### config.mk
export PLATFORM = sky130hd
export DESIGN_NAME = twe_top
export DESIGN_NICKNAME = d
export VERILOG_FILES = /design/src/verilog/twe_pkg.sv /design/src/verilog/twe_sync.sv /design/src/verilog/twe_cond_det.sv /design/src/verilog/twe_top.sv
export VERILOG_INCLUDE_DIRS = /design/src /design/src/verilog
export SDC_FILE = /design/constraint.sdc
export NUM_CORES = 1
export LEC_CHECK = 0
export ABC_CLOCK_PERIOD_IN_PS = 2800
export BUFFER_PORTS_ARGS = -buffer_cell sky130_fd_sc_hd__buf_4
export CORE_ASPECT_RATIO = 1.25
export CORE_MARGIN = 5
export CORE_UTILIZATION = 40
export CTS_CLUSTER_DIAMETER = 50
export CTS_CLUSTER_SIZE = 20
export DETAILED_ROUTE_END_ITERATION = 10
export REMOVE_ABC_BUFFERS = 1
export SKIP_CTS_REPAIR_TIMING = 1
export SKIP_LAST_GASP = 1
export SYNTH_ARGS = -nofsm -noshare
export SYNTH_HDL_FRONTEND = slang
export SYNTH_SLANG_ARGS = --single-unit
### constraint.sdc
create_clock -name sys_clk -period 2.8 [get_ports sys_clk]
set_input_delay 0.14 -clock sys_clk [delete_from_list [all_inputs] [get_ports sys_clk]]
set_output_delay 0.14 -clock sys_clk [all_outputs]
set_load 0.02 [all_outputs]
### src/verilog/twe_map.svh
// Purpose: Register offsets, field positions, reset values, status codes and timing.
// Assumes: Included by the two-wire event handshake design files.
// Notes: Status codes sit in bits 7:3; the low three bits always read zero.
`ifndef TWE_MAP_SVH
`define TWE_MAP_SVH

`define TWE_OFS_CTRL 5'h00
`define TWE_OFS_STATUS 5'h04
`define TWE_OFS_DATA 5'h08
`define TWE_OFS_OWN 5'h0C

`define TWE_CB_FLAG 7
`define TWE_CB_ACKEN 6
`define TWE_CB_STA 5
`define TWE_CB_STO 4
`define TWE_CB_EN 2
`define TWE_CB_IE 0
`define TWE_OB_GCE 0

`define TWE_RST_OWN 8'h00
`define TWE_RST_DATA 8'hFF

`define TWE_SC_BUSERR 8'h00
`define TWE_SC_START 8'h08
`define TWE_SC_RSTART 8'h10
`define TWE_SC_MT_SLA_ACK 8'h18
`define TWE_SC_MT_SLA_NACK 8'h20
`define TWE_SC_MT_DAT_ACK 8'h28
`define TWE_SC_MT_DAT_NACK 8'h30
`define TWE_SC_ARB_LOST 8'h38
`define TWE_SC_MR_SLA_ACK 8'h40
`define TWE_SC_MR_SLA_NACK 8'h48
`define TWE_SC_MR_DAT_ACK 8'h50
`define TWE_SC_MR_DAT_NACK 8'h58
`define TWE_SC_SR_SLA 8'h60
`define TWE_SC_SR_GC 8'h70
`define TWE_SC_SR_DAT_ACK 8'h80
`define TWE_SC_SR_DAT_NACK 8'h88
`define TWE_SC_SR_GC_ACK 8'h90
`define TWE_SC_SR_GC_NACK 8'h98
`define TWE_SC_SR_STOP 8'hA0
`define TWE_SC_ST_SLA 8'hA8
`define TWE_SC_ST_DAT_ACK 8'hB8
`define TWE_SC_ST_DAT_NACK 8'hC0
`define TWE_SC_NONE 8'hF8

`define TWE_CLK_MHZ 40
`define TWE_SCL_HALF_NS 5000
`define TWE_SCL_HALF_CYC ((`TWE_SCL_HALF_NS * `TWE_CLK_MHZ + 999) / 1000)

`endif

### src/verilog/twe_pkg.sv
// Purpose: Types shared by the two-wire event handshake design.
// Assumes: Constants come from twe_map.svh.
// Notes: All state of each module is one packed struct.
package twe_pkg;

   typedef enum logic [2:0] {TWE_IDLE, TWE_START, TWE_XFER, TWE_HOLD, TWE_STOP} twe_state_e;

   typedef struct packed {
      logic scl_p;
      logic sda_p;
   } twe_det_s;

   typedef struct packed {
      twe_state_e st;
      logic [1:0] ph;
      logic [15:0] cnt;
      logic [3:0] bitn;
      logic [7:0] sh;
      logic rxb;
      logic master;
      logic slave;
      logic tx;
      logic addr_ph;
      logic gc;
      logic rw;
      logic rs;
      logic pend;
      logic quit;
      logic ack_drv;
      logic mlow;
      logic sda_low;
      logic flag;
      logic [7:0] code;
      logic [7:0] status;
      logic ack_en;
      logic sta;
      logic sto;
      logic en;
      logic ie;
      logic [6:0] own;
      logic gce;
      logic busy;
      logic scl_p;
      logic wb_ack;
      logic [31:0] wb_dat;
      logic irq;
      logic scl_oe;
      logic sda_oe;
      logic scl_o;
      logic sda_o;
   } twe_core_s;

endpackage : twe_pkg

### src/verilog/twe_sync.sv
// Purpose: Two-stage synchroniser for the bus pins.
// Assumes: Inputs are asynchronous to sys_clk.
// Notes: The first stage feeds the second stage only.
`timescale 1ns/1ps
module twe_sync #(
   parameter int W = 2
) (
   input wire logic sys_clk,
   input wire logic sys_rst,
   input wire logic [W-1:0] din,
   output logic [W-1:0] dout
);
   typedef struct packed {
      logic [W-1:0] s1;
      logic [W-1:0] s2;
   } twe_sync_s;

   twe_sync_s s_q;
   twe_sync_s s_d;

   always_comb begin
      s_d.s1 = din;
      s_d.s2 = s_q.s1;
   end

   // Idle open-drain lines float high, so reset to high avoids false edges.
   always_ff @(posedge sys_clk or posedge sys_rst) begin
      if (sys_rst) begin
         s_q <= '1;
      end else begin
         s_q <= s_d;
      end
   end

   assign dout = s_q.s2;
endmodule : twe_sync

### src/verilog/twe_cond_det.sv
// Purpose: Finds START and STOP conditions on the synchronised lines.
// Assumes: Both inputs already passed the synchroniser.
// Notes: Outputs are one-cycle pulses.
`timescale 1ns/1ps
module twe_cond_det (
   input wire logic sys_clk,
   input wire logic sys_rst,
   input wire logic scl_s,
   input wire logic sda_s,
   output logic start_det,
   output logic stop_det
);
   twe_pkg::twe_det_s s_q;
   twe_pkg::twe_det_s s_d;

   always_comb begin
      s_d.scl_p = scl_s;
      s_d.sda_p = sda_s;
   end

   always_ff @(posedge sys_clk or posedge sys_rst) begin
      if (sys_rst) begin
         s_q <= '1;
      end else begin
         s_q <= s_d;
      end
   end

   assign start_det = scl_s & s_q.scl_p & s_q.sda_p & ~sda_s;
   assign stop_det = scl_s & s_q.scl_p & ~s_q.sda_p & sda_s;
endmodule : twe_cond_det

### src/verilog/twe_top.sv
// Purpose: Event-flag control unit of a byte-wide two-wire serial interface.
// Assumes: Classic Wishbone slave on sys_clk; bus pins are open drain.
// Notes: Bit rate, own address match detail and slave arbitration recovery are minimal.
`timescale 1ns/1ps
`include "twe_map.svh"
module twe_top #(
   parameter int HALF_CYC = `TWE_SCL_HALF_CYC
) (
   input wire logic sys_clk,
   input wire logic sys_rst,
   input wire logic wb_cyc_i,
   input wire logic wb_stb_i,
   input wire logic wb_we_i,
   input wire logic [4:0] wb_adr_i,
   input wire logic [3:0] wb_sel_i,
   input wire logic [31:0] wb_dat_i,
   output logic [31:0] wb_dat_o,
   output logic wb_ack_o,
   input wire logic cpu_gie,
   output logic irq_o,
   input wire logic scl_i,
   output logic scl_o,
   output logic scl_oe,
   input wire logic sda_i,
   output logic sda_o,
   output logic sda_oe
);
   localparam logic [15:0] HALF_M1 = 16'(HALF_CYC - 1);

   twe_pkg::twe_core_s s;
   twe_pkg::twe_core_s n;

   logic scl_s;
   logic sda_s;
   logic start_det;
   logic stop_det;
   logic scl_rise;
   logic scl_fall;
   logic tdone;
   logic acc;
   logic wr;
   logic go;
   logic set;
   logic ackd;
   logic match;
   logic [7:0] ncode;
   logic [7:0] nsh;
   logic [15:0] tick;

   function automatic logic hit(input logic [4:0] adr, input logic [4:0] ofs);
      return {adr[4:2], 2'h0} == ofs;
   endfunction : hit

   twe_sync #(.W(2)) u_sync (
      .sys_clk(sys_clk),
      .sys_rst(sys_rst),
      .din({scl_i, sda_i}),
      .dout({scl_s, sda_s})
   );

   twe_cond_det u_det (
      .sys_clk(sys_clk),
      .sys_rst(sys_rst),
      .scl_s(scl_s),
      .sda_s(sda_s),
      .start_det(start_det),
      .stop_det(stop_det)
   );

   always_comb begin
      n = s;
      set = 1'b0;
      ncode = s.code;
      nsh = {s.sh[6:0], s.rxb};
      ackd = ~s.rxb;
      match = (nsh[7:1] == s.own) || (s.gce && nsh[7:1] == 7'h00);
      scl_rise = scl_s & ~s.scl_p;
      scl_fall = ~scl_s & s.scl_p;
      tdone = (s.cnt == HALF_M1);
      tick = tdone ? 16'h0 : s.cnt + 16'h1;
      acc = wb_cyc_i & wb_stb_i & ~s.wb_ack;
      wr = acc & wb_we_i & wb_sel_i[0];
      go = wr & hit(wb_adr_i, `TWE_OFS_CTRL) & wb_dat_i[`TWE_CB_FLAG];
      n.scl_p = scl_s;
      n.wb_ack = acc;
      if (acc) begin
         n.wb_dat = 32'h0;
         if (hit(wb_adr_i, `TWE_OFS_CTRL)) begin
            n.wb_dat[7:0] = {s.flag, s.ack_en, s.sta, s.sto, 1'b0, s.en, 1'b0, s.ie};
         end else if (hit(wb_adr_i, `TWE_OFS_STATUS)) begin
            n.wb_dat[7:0] = s.status;
         end else if (hit(wb_adr_i, `TWE_OFS_DATA)) begin
            n.wb_dat[7:0] = s.sh;
         end else if (hit(wb_adr_i, `TWE_OFS_OWN)) begin
            n.wb_dat[7:0] = {s.own, s.gce};
         end
      end
      if (wr && hit(wb_adr_i, `TWE_OFS_CTRL)) begin
         n.ack_en = wb_dat_i[`TWE_CB_ACKEN];
         n.sta = wb_dat_i[`TWE_CB_STA];
         n.sto = wb_dat_i[`TWE_CB_STO];
         n.en = wb_dat_i[`TWE_CB_EN];
         n.ie = wb_dat_i[`TWE_CB_IE];
      end
      // The shift register is moving mid-byte, so writes only land while the flag is set or the unit is idle.
      if (wr && hit(wb_adr_i, `TWE_OFS_DATA) && (s.flag || s.st == twe_pkg::TWE_IDLE)) begin
         n.sh = wb_dat_i[7:0];
      end
      if (wr && hit(wb_adr_i, `TWE_OFS_OWN)) begin
         n.own = wb_dat_i[7:1];
         n.gce = wb_dat_i[`TWE_OB_GCE];
      end
      if (start_det) begin
         n.busy = 1'b1;
      end else if (stop_det) begin
         n.busy = 1'b0;
      end

      unique case (s.st)
         twe_pkg::TWE_IDLE: begin
            n.mlow = 1'b0;
            n.sda_low = 1'b0;
            if (go && n.sta) begin
               n.pend = 1'b1;
            end
            if (s.pend && !s.busy) begin
               n.st = twe_pkg::TWE_START;
               n.ph = 2'h2;
               n.cnt = 16'h0;
               n.rs = 1'b0;
               n.pend = 1'b0;
            end else if (start_det) begin
               n.st = twe_pkg::TWE_XFER;
               n.master = 1'b0;
               n.slave = 1'b0;
               n.tx = 1'b0;
               n.addr_ph = 1'b1;
               n.bitn = 4'h0;
            end
         end
         twe_pkg::TWE_START: begin
            unique case (s.ph)
               2'h0: begin
                  n.mlow = 1'b1;
                  n.sda_low = 1'b0;
                  n.cnt = tick;
                  if (tdone) begin
                     n.ph = 2'h1;
                  end
               end
               2'h1: begin
                  n.mlow = 1'b0;
                  if (scl_s) begin
                     n.cnt = tick;
                     if (tdone) begin
                        n.ph = 2'h2;
                     end
                  end
               end
               default: begin
                  n.sda_low = 1'b1;
                  n.cnt = tick;
                  if (tdone) begin
                     n.mlow = 1'b1;
                     set = 1'b1;
                     ncode = s.rs ? `TWE_SC_RSTART : `TWE_SC_START;
                     n.st = twe_pkg::TWE_HOLD;
                     n.master = 1'b1;
                     n.slave = 1'b0;
                     n.tx = 1'b1;
                     n.addr_ph = 1'b1;
                  end
               end
            endcase
         end
         twe_pkg::TWE_XFER: begin
            if (start_det || stop_det) begin
               n.sda_low = 1'b0;
               n.mlow = 1'b0;
               if (s.slave && s.bitn == 4'h0) begin
                  set = 1'b1;
                  ncode = `TWE_SC_SR_STOP;
                  n.quit = 1'b1;
                  n.st = twe_pkg::TWE_HOLD;
               end else if (!s.master && s.addr_ph && s.bitn == 4'h0) begin
                  n.st = stop_det ? twe_pkg::TWE_IDLE : twe_pkg::TWE_XFER;
               end else begin
                  set = 1'b1;
                  ncode = `TWE_SC_BUSERR;
                  n.quit = 1'b1;
                  n.master = 1'b0;
                  n.st = twe_pkg::TWE_HOLD;
               end
            end else begin
               if (s.master) begin
                  if (s.mlow || scl_s) begin
                     n.cnt = tick;
                     if (tdone) begin
                        n.mlow = ~s.mlow;
                     end
                  end
               end
               if (s.bitn[3]) begin
                  n.sda_low = ~s.tx & s.ack_drv;
               end else begin
                  n.sda_low = s.tx & ~s.sh[7];
               end
               if (scl_rise) begin
                  n.rxb = sda_s;
                  if (s.master && s.tx && !s.bitn[3] && s.sh[7] && !sda_s) begin
                     set = 1'b1;
                     ncode = `TWE_SC_ARB_LOST;
                     n.master = 1'b0;
                     n.quit = 1'b1;
                     n.sda_low = 1'b0;
                     n.mlow = 1'b0;
                     n.st = twe_pkg::TWE_HOLD;
                  end
               end else if (scl_fall && !s.bitn[3]) begin
                  n.sh = nsh;
                  n.bitn = s.bitn + 4'h1;
                  if (s.bitn == 4'h7) begin
                     n.rw = s.addr_ph ? nsh[0] : s.rw;
                     if (s.addr_ph && !s.master) begin
                        n.ack_drv = match & s.ack_en;
                        n.gc = nsh[7:1] == 7'h00;
                     end
                  end
               end else if (scl_fall) begin
                  n.bitn = 4'h0;
                  n.addr_ph = 1'b0;
                  n.sda_low = 1'b0;
                  n.mlow = s.master;
                  n.st = twe_pkg::TWE_HOLD;
                  set = 1'b1;
                  if (s.master && s.addr_ph) begin
                     n.tx = ~s.rw;
                     if (s.rw) begin
                        ncode = ackd ? `TWE_SC_MR_SLA_ACK : `TWE_SC_MR_SLA_NACK;
                     end else begin
                        ncode = ackd ? `TWE_SC_MT_SLA_ACK : `TWE_SC_MT_SLA_NACK;
                     end
                  end else if (s.master && s.tx) begin
                     ncode = ackd ? `TWE_SC_MT_DAT_ACK : `TWE_SC_MT_DAT_NACK;
                  end else if (s.master) begin
                     ncode = s.ack_drv ? `TWE_SC_MR_DAT_ACK : `TWE_SC_MR_DAT_NACK;
                  end else if (s.addr_ph) begin
                     if (s.ack_drv) begin
                        n.slave = 1'b1;
                        n.tx = s.rw;
                        ncode = s.rw ? `TWE_SC_ST_SLA : (s.gc ? `TWE_SC_SR_GC : `TWE_SC_SR_SLA);
                     end else begin
                        set = 1'b0;
                        n.st = twe_pkg::TWE_IDLE;
                     end
                  end else if (s.tx) begin
                     ncode = ackd ? `TWE_SC_ST_DAT_ACK : `TWE_SC_ST_DAT_NACK;
                     n.quit = ~ackd;
                  end else if (s.gc) begin
                     ncode = s.ack_drv ? `TWE_SC_SR_GC_ACK : `TWE_SC_SR_GC_NACK;
                  end else begin
                     ncode = s.ack_drv ? `TWE_SC_SR_DAT_ACK : `TWE_SC_SR_DAT_NACK;
                  end
               end
            end
         end
         twe_pkg::TWE_HOLD: begin
            // Parked with the clock held; only the flag-clearing write or a write clearing the enable bit moves on.
            if (go) begin
               n.cnt = 16'h0;
               n.bitn = 4'h0;
               if (s.quit) begin
                  n.st = twe_pkg::TWE_IDLE;
                  n.quit = 1'b0;
                  n.master = 1'b0;
                  n.slave = 1'b0;
               end else if (n.sta && s.master) begin
                  n.st = twe_pkg::TWE_START;
                  n.ph = 2'h0;
                  n.rs = 1'b1;
               end else if (n.sto && s.master) begin
                  n.st = twe_pkg::TWE_STOP;
                  n.ph = 2'h0;
               end else if (s.master || s.slave) begin
                  n.st = twe_pkg::TWE_XFER;
                  n.ack_drv = n.ack_en;
               end else begin
                  n.st = twe_pkg::TWE_IDLE;
               end
            end
         end
         twe_pkg::TWE_STOP: begin
            unique case (s.ph)
               2'h0: begin
                  n.mlow = 1'b1;
                  n.sda_low = 1'b1;
                  n.cnt = tick;
                  if (tdone) begin
                     n.ph = 2'h1;
                  end
               end
               2'h1: begin
                  n.mlow = 1'b0;
                  if (scl_s) begin
                     n.cnt = tick;
                     if (tdone) begin
                        n.ph = 2'h2;
                     end
                  end
               end
               default: begin
                  n.sda_low = 1'b0;
                  n.cnt = tick;
                  if (tdone) begin
                     n.st = twe_pkg::TWE_IDLE;
                     n.master = 1'b0;
                  end
               end
            endcase
         end
         default: begin
            n.st = twe_pkg::TWE_IDLE;
         end
      endcase

      n.flag = (s.flag & ~go) | set;
      if (set) begin
         n.code = ncode;
      end
      n.status = s.flag ? s.code : `TWE_SC_NONE;
      if (!n.en) begin
         n.st = twe_pkg::TWE_IDLE;
         n.mlow = 1'b0;
         n.sda_low = 1'b0;
         n.master = 1'b0;
         n.slave = 1'b0;
         n.pend = 1'b0;
         n.quit = 1'b0;
      end
      n.irq = s.flag & s.ie & cpu_gie;
      n.scl_oe = n.flag | n.mlow;
      n.sda_oe = n.sda_low;
      n.scl_o = 1'b0;
      n.sda_o = 1'b0;
   end

   always_ff @(posedge sys_clk or posedge sys_rst) begin
      if (sys_rst) begin
         s <= '0;
         s.st <= twe_pkg::TWE_IDLE;
         s.sh <= `TWE_RST_DATA;
         s.own <= 7'(`TWE_RST_OWN >> 1);
         s.status <= `TWE_SC_NONE;
         s.scl_p <= 1'b1;
      end else begin
         s <= n;
      end
   end

   assign wb_dat_o = s.wb_dat;
   assign wb_ack_o = s.wb_ack;
   assign irq_o = s.irq;
   assign scl_oe = s.scl_oe;
   assign sda_oe = s.sda_oe;
   assign scl_o = s.scl_o;
   assign sda_o = s.sda_o;
endmodule : twe_top

==> flow_summary_export.csv, run 1 <==
group,metric,value,unit
outcome,status,"finished with violations",
outcome,violated_checks,"hold timing",
setup_path,crit_chain,"inv_1 -> ha_1 -> nor4b_1 -> a21oi_1 -> a21oi_1 -> o22ai_2 -> o311ai_2 -> buf_4 -> mux2_2",
grt,antenna_found_initial,0,
cells_and_area,antenna_cells,0,
synthesis,number_of_unique_standard_cell_types_used_by_synthesis,69,
clock_tree,worstSkewPairLatency,0.34,ns
setup_path,reg2reg_to,"s[66]$_DFFE_PP0P_",
clock_tree,inserted_clock_buffers,9,
grt,grt_util_met1,23.02,%
sta,setup_total_negative_slack,0,ns
die,die_width,114.2,um
setup_path,critical_path_fanouts_max,5,
worst_hold_path,holdCritPathClass,"in -> async",
setup_path,crit_path_start_kind,"register",
synthesis,post_synth_xor_area_fraction,2.097,%
detailed_routing,detailroute.via_count,4480,
synthesis,post_synth_instance_area,5430,um^2
sta,layout_worst_path_cycle_share,93.28,%
setup_path,reg2regPathDepth,9,
place,dp.final_hpwl,10.99,mm
setup_path,endpoint_kind,"register",
place,gp_congestion,0.9921,
sta,transition_time_of_the_tightest_slew_check_pin,1.122,ns
detailed_routing,drc_violations,0,
clock_tree,cts.htree.levels,3,
synthesis,yosys.area.top_type,"sky130_fd_sc_hd__dfrtp_1",
synthesis,synth-main-ff-cell,"sky130_fd_sc_hd__dfrtp_1",
detailed_routing,post_detailed_routing_wire_length,14.78,mm
synthesis,dominant_combinational_cell_family_by_area_after_synthesis,"simple AND/OR/NAND/NOR gates",
power_and_ir_drop,pwr_density_cell,630.8,nW/um^2
cells_and_area,layout.nets,681,
power_and_ir_drop,intPower,0.002592,W
setup_path,ff2ff_setup_slack,0.19,ns
power_and_ir_drop,switching_share,33.52,%
die,die_area,16020,um^2
die,ios,87,
sta,setup_viol,0,
detailed_routing,via_per_inst,5.607,
cells_and_area,final_cell_mix,"sky130_fd_sc_hd__dfrtp_1 (69), sky130_fd_sc_hd__buf_4 (58), sky130_fd_sc_hd__nand2_1 (50), sky130_fd_sc_hd__o21ai_0 (50), sky130_fd_sc_hd__nor2_1 (49)",
run,maxCapViolations,0,
clock_tree,numClockSinks,88,
clock_tree,clk_root_buffer_cell,"sky130_fd_sc_hd__clkbuf_16",
power_and_ir_drop,power.share.clock,30.7,%
die,initial_utilization,40.86,%
place,placement.io_buffers,31,
synthesis,synth_top_cell_area_share,31.80,%
sta,slew_viol_final,0,
cells_and_area,filler_cell_count,1308,
synthesis,syn_area_per_cell,9.298,um^2
cells_and_area,final-seq-area,2226,um^2
sta,timing.final.hold_violations,36,
power_and_ir_drop,cellLeakagePower,2.702,nW
synthesis,synth_compound_area_share,18.02,%
power_and_ir_drop,power.combinational.fraction,22.9,%
place,detailed_place.area,5852,um^2
synthesis,synth_seq_cells,88,
die,std_cell_rows,47,
synthesis,synth_simple_gate_area_share,18.71,%
setup_path,critical_path.n_buffers_inverters,2,
setup_path,arrival_time_of_data_at_the_critical_path_endpoint,2.83,ns
setup_path,worstReg2RegStart,"u_det.s_q[1]$_DFF_PP1_",
sta,worst_hold_slack,-0.04367,ns
grt,grt_max_degree,48,
synthesis,synth-seq-area-share,40.99,%
grt,first_pass_grt_wire_length,23.85,mm
grt,grt.met3_usage,3.624,%
grt,number_of_global_route_vias_before_repair,4452,
cells_and_area,final_area,6182,um^2
setup_path,cp_slowest_cell,"sky130_fd_sc_hd__nor4b_1",
setup_path,cp_top_family,"simple AND/OR/NAND/NOR gates",
synthesis,synth_async_sr_flop_share,100.0,%
synthesis,yosys.area_share.adder,2.258,%
detailed_routing,drt_first_iter_violations,296,
sta,maximum_clock_rate,382.9,MHz
power_and_ir_drop,p_switching,0.001307,W
clock_tree,worst_setup_hold_path_clk_slew,0.07,ns
synthesis,synth_area_leaders,"sky130_fd_sc_hd__dfrtp_1 (32%), sky130_fd_sc_hd__dfstp_2 (9.2%), sky130_fd_sc_hd__buf_4 (4.7%)",
setup_path,path_common_cell,"sky130_fd_sc_hd__a21oi_1",
sta,period_needed,2.612,ns
clock_tree,cts.path.max_buffers,2,
detailed_routing,drt_pre_antenna_iters,6,
synthesis,ys_warn_count,0,
synthesis,synth_edf_count,0,
setup_path,worst_path_largest_cell_delay,0.58,ns
grt,grt_busiest_layer,"met2",
clock_tree,tritoncts,"yes",
synthesis,synthMuxAreaShare,9.217,%
die,die_h,140.3,um
detailed_routing,drt_wl_cell,18.49,um
sta,setup_skew_after_layout,0.004844,ns
cells_and_area,drive_above_1_share,21.66,%
grt,gr-usage-met2,32.33,%
power_and_ir_drop,power_frac_seq,46.4,%
power_and_ir_drop,max-vdd-ir-drop,0.0004556,V
sta,grt_setup_unrepaired,"no",
die,core_region_area,13290,um^2
detailed_routing,antenna_left,0,
cells_and_area,multi_input_comb_area,2840,um^2
grt,global_route.usage.total,18.77,%
setup_path,data_required_time_of_the_critical_path,3.02,ns
setup_path,crit_type,"reg -> reg",
cells_and_area,layout_commonest_cell,"sky130_fd_sc_hd__dfrtp_1",
synthesis,netlist_instances,584,
grt,grt_remaining_overflow,0,
cells_and_area,area_growth,13.85,%
sta,timing.max_slew.rel_slack,24.90,%
## cells by family (layout without fill, tap and decap cells)
kind of cell | after synthesis | in the layout
compound gates | 150 | 150
simple gates | 193 | 193
mux | 42 | 42
buf+inv | 87 | 106
flops | 88 | 88
other cells | 1 | 26
xor+xnor | 13 | 13
fa+ha+maj | 10 | 10
## final cells by class
cell class                 instances  share of cell area, %
multi-input combinational        434                  45.94
timing repair buffer              63                  8.176
inverter                          27                  1.660
clock buffer                      13                  4.372
clock inverter                     3                 0.3845
sequential                        88                  36.00
tap                              171                  3.461
## Yosys cell counts, types with 5 or more instances
cell type,count
sky130_fd_sc_hd__nor4_1,5
sky130_fd_sc_hd__buf_2,6
sky130_fd_sc_hd__a22o_1,8
sky130_fd_sc_hd__clkbuf_1,18
sky130_fd_sc_hd__mux2i_1,17
sky130_fd_sc_hd__xnor2_1,7
sky130_fd_sc_hd__dfstp_2,19
sky130_fd_sc_hd__nand3_1,12
sky130_fd_sc_hd__mux2_2,21
sky130_fd_sc_hd__o21ai_0,50
sky130_fd_sc_hd__a211oi_1,7
sky130_fd_sc_hd__ha_1,9
sky130_fd_sc_hd__dfrtp_1,69
sky130_fd_sc_hd__xor2_1,6
sky130_fd_sc_hd__a21oi_1,27
sky130_fd_sc_hd__nor2_1,49
sky130_fd_sc_hd__o41ai_1,8
sky130_fd_sc_hd__buf_4,34
sky130_fd_sc_hd__inv_1,27
sky130_fd_sc_hd__o22ai_1,5
sky130_fd_sc_hd__nand2_1,50
sky130_fd_sc_hd__or3_1,5
sky130_fd_sc_hd__o31ai_1,7
sky130_fd_sc_hd__nor2b_1,7
sky130_fd_sc_hd__nor3_1,11
sky130_fd_sc_hd__nand2b_1,17
sky130_fd_sc_hd__a31oi_1,7
## registers in the layout, summed over array words and instances, names as in the netlist
name and count:
sda_oe 1, u_sync.s_d 2, u_sync.dout 2, u_det.s_q 2, wb_dat_o 8, wb_ack_o 1, irq_o 1, s 62
nsh 8, scl_oe 1
## worst max-delay path by stage
stage                           start                 end  slack [ns]  depth (start not counted)
2_1_floorplan      wb_ack_o$_DFF_PP0_  s[109]$_DFFE_PP0P_        0.06                          5
6_report       u_det.s_q[1]$_DFF_PP1_   s[66]$_DFFE_PP0P_        0.19                          9
3_5_place_dp   u_det.s_q[1]$_DFF_PP1_   s[65]$_DFFE_PP0P_        0.23                          9
4_1_cts        u_det.s_q[1]$_DFF_PP1_   s[66]$_DFFE_PP0P_        0.19                          9
5_1_grt            s[100]$_DFFE_PP0P_    scl_oe$_DFF_PP0_        0.03                          9
3_3_place_gp       s[100]$_DFFE_PP0P_    scl_oe$_DFF_PP0_        0.28                          9
## metrics by stage
step,instances,power [W],utilization (%),worst slack [ns]
after floorplan,549,0.002361,-,0.06169
after global placement,780,0.002684,44.03,0.2767
after detailed placement,780,0.002721,44.03,0.2288
after CTS,796,0.003919,46.24,0.1902
after global routing,799,0.004132,46.52,0.02786
final,799,0.003900,46.52,0.1883
## power groups by stage
stage          clock (W)  sequential, W  combinational (W)
2_1_floorplan          0        0.00177           0.000588
3_3_place_gp           0        0.00182           0.000867
3_5_place_dp           0        0.00183           0.000893
4_1_cts          0.00122        0.00181           0.000895
5_1_grt          0.00128        0.00185            0.00100
6_report         0.00120        0.00181           0.000895
## per-layer routing
layer	up-vias	routed length (um)	share of wire [%]
met5	-	0	0
met4	0	574	3.9
met3	43	650	4.4
met2	133	7494	51
met1	2181	6057	41
li1	2123	-	-
## worst reg2reg max path, delay by kind of cell, from the launching register on
| family | cells | cell delay (ns) |
|---|---|---|
| mux | 1 | 0.34 |
| buf+inv | 2 | 0.24 |
| fa+ha+maj | 1 | 0.24 |
| flops | 1 | 0.55 |
| simple gates | 1 | 0.58 |
| compound gates | 4 | 0.55 |
No activity file was read; power rests on OpenSTA's default activity.
==> run 2, diff against run 1 <==
- SYNTH_HIERARCHICAL: default -> 1
==> flow_summary_export.csv, run 2 <==
group,metric,value,unit
synthesis,yosysMostFrequentCell,"sky130_fd_sc_hd__dfrtp_1",
detailed_routing,drt_pre_antenna_iters,5,
synthesis,ys_warn_count,6,
setup_path,crit_path_start_kind,"register",
setup_path,cp_slowest_cell,"sky130_fd_sc_hd__dfstp_2",
synthesis,synth-main-ff-cell,"sky130_fd_sc_hd__dfrtp_1",
sta,timing.final.ws_setup,0.3208,ns
setup_path,worst_path_largest_cell_delay,0.61,ns
synthesis,synth_top_cell_area_share,30.90,%
die,initial_utilization,40.63,%
place,dp.final_hpwl,10.88,mm
clock_tree,worstSkewPairLatency,0.35,ns
clock_tree,clk_root_buffer_cell,"sky130_fd_sc_hd__clkbuf_16",
setup_path,crit_chain,"ha_1 -> nand4b_1 -> o2111a_1 -> o21bai_1 -> o21ai_0 -> mux2_2",
synthesis,synth_edf_count,0,
setup_path,cp_top_family,"compound AO/OA/AOI/OAI gates",
synthesis,synth_area_leaders,"sky130_fd_sc_hd__dfrtp_1 (31%), sky130_fd_sc_hd__dfstp_2 (9.4%), sky130_fd_sc_hd__buf_4 (4.7%)",
cells_and_area,filler_cell_count,1304,
sta,setup_skew_after_layout,0.01145,ns
setup_path,critical_path.n_buffers_inverters,0,
clock_tree,inserted_clock_buffers,9,
power_and_ir_drop,total_power,0.003174,W
cells_and_area,area_growth,11.84,%
cells_and_area,finalCoreUtilization,45.44,%
die,std_cell_rows,48,
synthesis,synth-seq-area-share,40.30,%
die,die_area,16450,um^2
die,ios,87,
clock_tree,tritoncts,"yes",
sta,period_needed,2.479,ns
grt,global_route.usage.total,18.52,%
grt,first_pass_grt_wire_length,24.11,mm
grt,grt_remaining_overflow,0,
worst_hold_path,hold_start,"wb_dat_i[0]",
sta,worst_hold_slack,0.01893,ns
sta,grt_setup_unrepaired,"no",
sta,slew_viol_final,0,
worst_hold_path,holdCritPathClass,"in -> reg",
sta,setup_viol,0,
power_and_ir_drop,pwr_density_cell,507.9,nW/um^2
clock_tree,cts.htree.levels,3,
outcome,status,"finished, final reports clean",
setup_path,critical_path_fanouts_max,9,
die,core_region_area,13750,um^2
place,place_worst_setup_slack,0.3201,ns
cells_and_area,final_cell_mix,"sky130_fd_sc_hd__dfrtp_1 (69), sky130_fd_sc_hd__buf_4 (54), sky130_fd_sc_hd__nand2_1 (52)",
setup_path,critPathLaunch,"u_sync/dout[1]$_DFF_PP1_",
synthesis,number_of_unique_standard_cell_types_used_by_synthesis,91,
grt,antenna_found_initial,0,
cells_and_area,final-seq-area,2252,um^2
sta,timing.final.hold_violations,0,
cells_and_area,drive_above_1_share,20.93,%
synthesis,syn_area_per_cell,9.471,um^2
worst_hold_path,hold_path_depth,3,
sta,timing.max_slew.rel_slack,52.83,%
sta,layout_worst_path_cycle_share,88.54,%
setup_path,crit_type,"reg -> reg",
sta,maximum_clock_rate,403.4,MHz
sta,transition_time_of_the_tightest_slew_check_pin,0.7075,ns
cells_and_area,largest_register_ff_count,63,
detailed_routing,drt_first_iter_violations,420,
clock_tree,numClockSinks,89,
cells_and_area,antenna_cells,0,
synthesis,synth.top_cells.by_count,"sky130_fd_sc_hd__dfrtp_1 (69), sky130_fd_sc_hd__nand2_1 (52), sky130_fd_sc_hd__o21ai_0 (46)",
setup_path,reg2regPathDepth,6,
die,die_h,142.1,um
setup_path,data_required_time_of_the_critical_path,3.04,ns
detailed_routing,drc_violations,0,
die,die_width,115.7,um
setup_path,reg2reg_to,"s[115]$_DFFE_PP0P_",
run,maxCapViolations,0,
detailed_routing,detailroute.via_count,4642,
setup_path,ff2ff_setup_slack,0.32,ns
clock_tree,cts.path.max_buffers,2,
detailed_routing,via_per_inst,5.795,
cells_and_area,layout_commonest_cell,"sky130_fd_sc_hd__dfrtp_1",
place,gp_congestion,0.9064,
setup_path,worstReg2RegStart,"u_sync/dout[1]$_DFF_PP1_",
cells_and_area,multi_input_comb_area,2910,um^2
worst_hold_path,worstHoldEndpoint,"s[48]$_DFFE_PP0N_",
cells_and_area,largest-register,"s",
grt,grt_max_degree,37,
power_and_ir_drop,cellLeakagePower,2.653,nW
setup_path,endpoint_kind,"register",
power_and_ir_drop,max-vdd-ir-drop,0.0003348,V
detailed_routing,antenna_left,0,
detailed_routing,post_detailed_routing_wire_length,14.62,mm
grt,number_of_global_route_vias_before_repair,4629,
synthesis,synth_seq_cells,89,
detailed_routing,drt_wl_cell,18.25,um
synthesis,yosys.area.top_type,"sky130_fd_sc_hd__dfrtp_1",
synthesis,netlist_instances,590,
place,placement.io_buffers,31,
cells_and_area,layout.nets,678,
sta,setup_total_negative_slack,0,ns
setup_path,arrival_time_of_data_at_the_critical_path_endpoint,2.72,ns
synthesis,synth_async_sr_flop_share,100.0,%
synthesis,post_synth_instance_area,5588,um^2
clock_tree,worst_setup_hold_path_clk_slew,0.07,ns
-- run 2: kinds of logic (layout without fill, tap and decap cells) --
family                   after synthesis  in the layout  share of synthesized area, %
AND/OR/NAND/NOR                      194            194                         19.79
AO/OA/AOI/OAI                        158            158                         18.83
buffers and inverters                 93            104                         9.292
flip-flops                            89             89                         40.30
multiplexers                          37             37                         8.352
XOR/XNOR                              10             10                         1.568
adder cells (fa/ha/maj)                8              8                         1.791
other                                  1             26                       0.06711
-- run 2: where the power goes --
part           switching, W  leakage (nW)  internal, W
clock              0.000504         0.147     0.000720
sequential         0.000111          1.12      0.00141
combinational      0.000244          1.39     0.000187
total              0.000858          2.65      0.00232
-- run 2: metrics by stage --
| step | std cells | cell area [um^2] |
|---|---|---|
| 6_report | 801 | 6250 |
| 5_1_grt | 801 | 6250 |
| 4_1_cts | 798 | 6220 |
| 3_5_place_dp | 782 | 5921 |
| 3_3_place_gp | 782 | 5921 |
| 2_1_floorplan | 552 | 5275 |
-- run 2: cell type report --
cell class / count / share of cell area, %
tap: 175 / 3.504
clock inverter: 4 / 0.8408
timing repair buffer: 58 / 7.287
inverter: 30 / 1.822
clock buffer: 12 / 3.944
sequential: 89 / 36.04
multi-input combinational: 433 / 46.57
-- run 2: how the worst max path moves through the flow --
stage / endpoint / slack [ns] / cells past startpoint
6_report: s[115]$_DFFE_PP0P_ / 0.32 / 6
5_1_grt: s[101]$_DFFE_PP0P_ / 0.01 / 6
4_1_cts: s[101]$_DFFE_PP0P_ / 0.30 / 6
3_5_place_dp: s[101]$_DFFE_PP0P_ / 0.32 / 6
3_3_place_gp: s[101]$_DFFE_PP0P_ / 0.36 / 6
2_1_floorplan: nsh[1]$_DFF_PP1_ / 0.23 / 5
-- run 2: per-layer routing --
layer / GRT usage (%) / vias up / share of wire, %
met5: 0 / - / 0
met4: 6.781 / 0 / 2.6
met3: 3.913 / 31 / 5.1
met2: 32.07 / 141 / 52
met1: 22.60 / 2296 / 40
li1: - / 2174 / -
-- run 2: worst min-delay path: cells and delay by family --
family,cells,cell delay (ns)
and+or+nand+nor,2,0.10
buffers and inverters,1,0.10
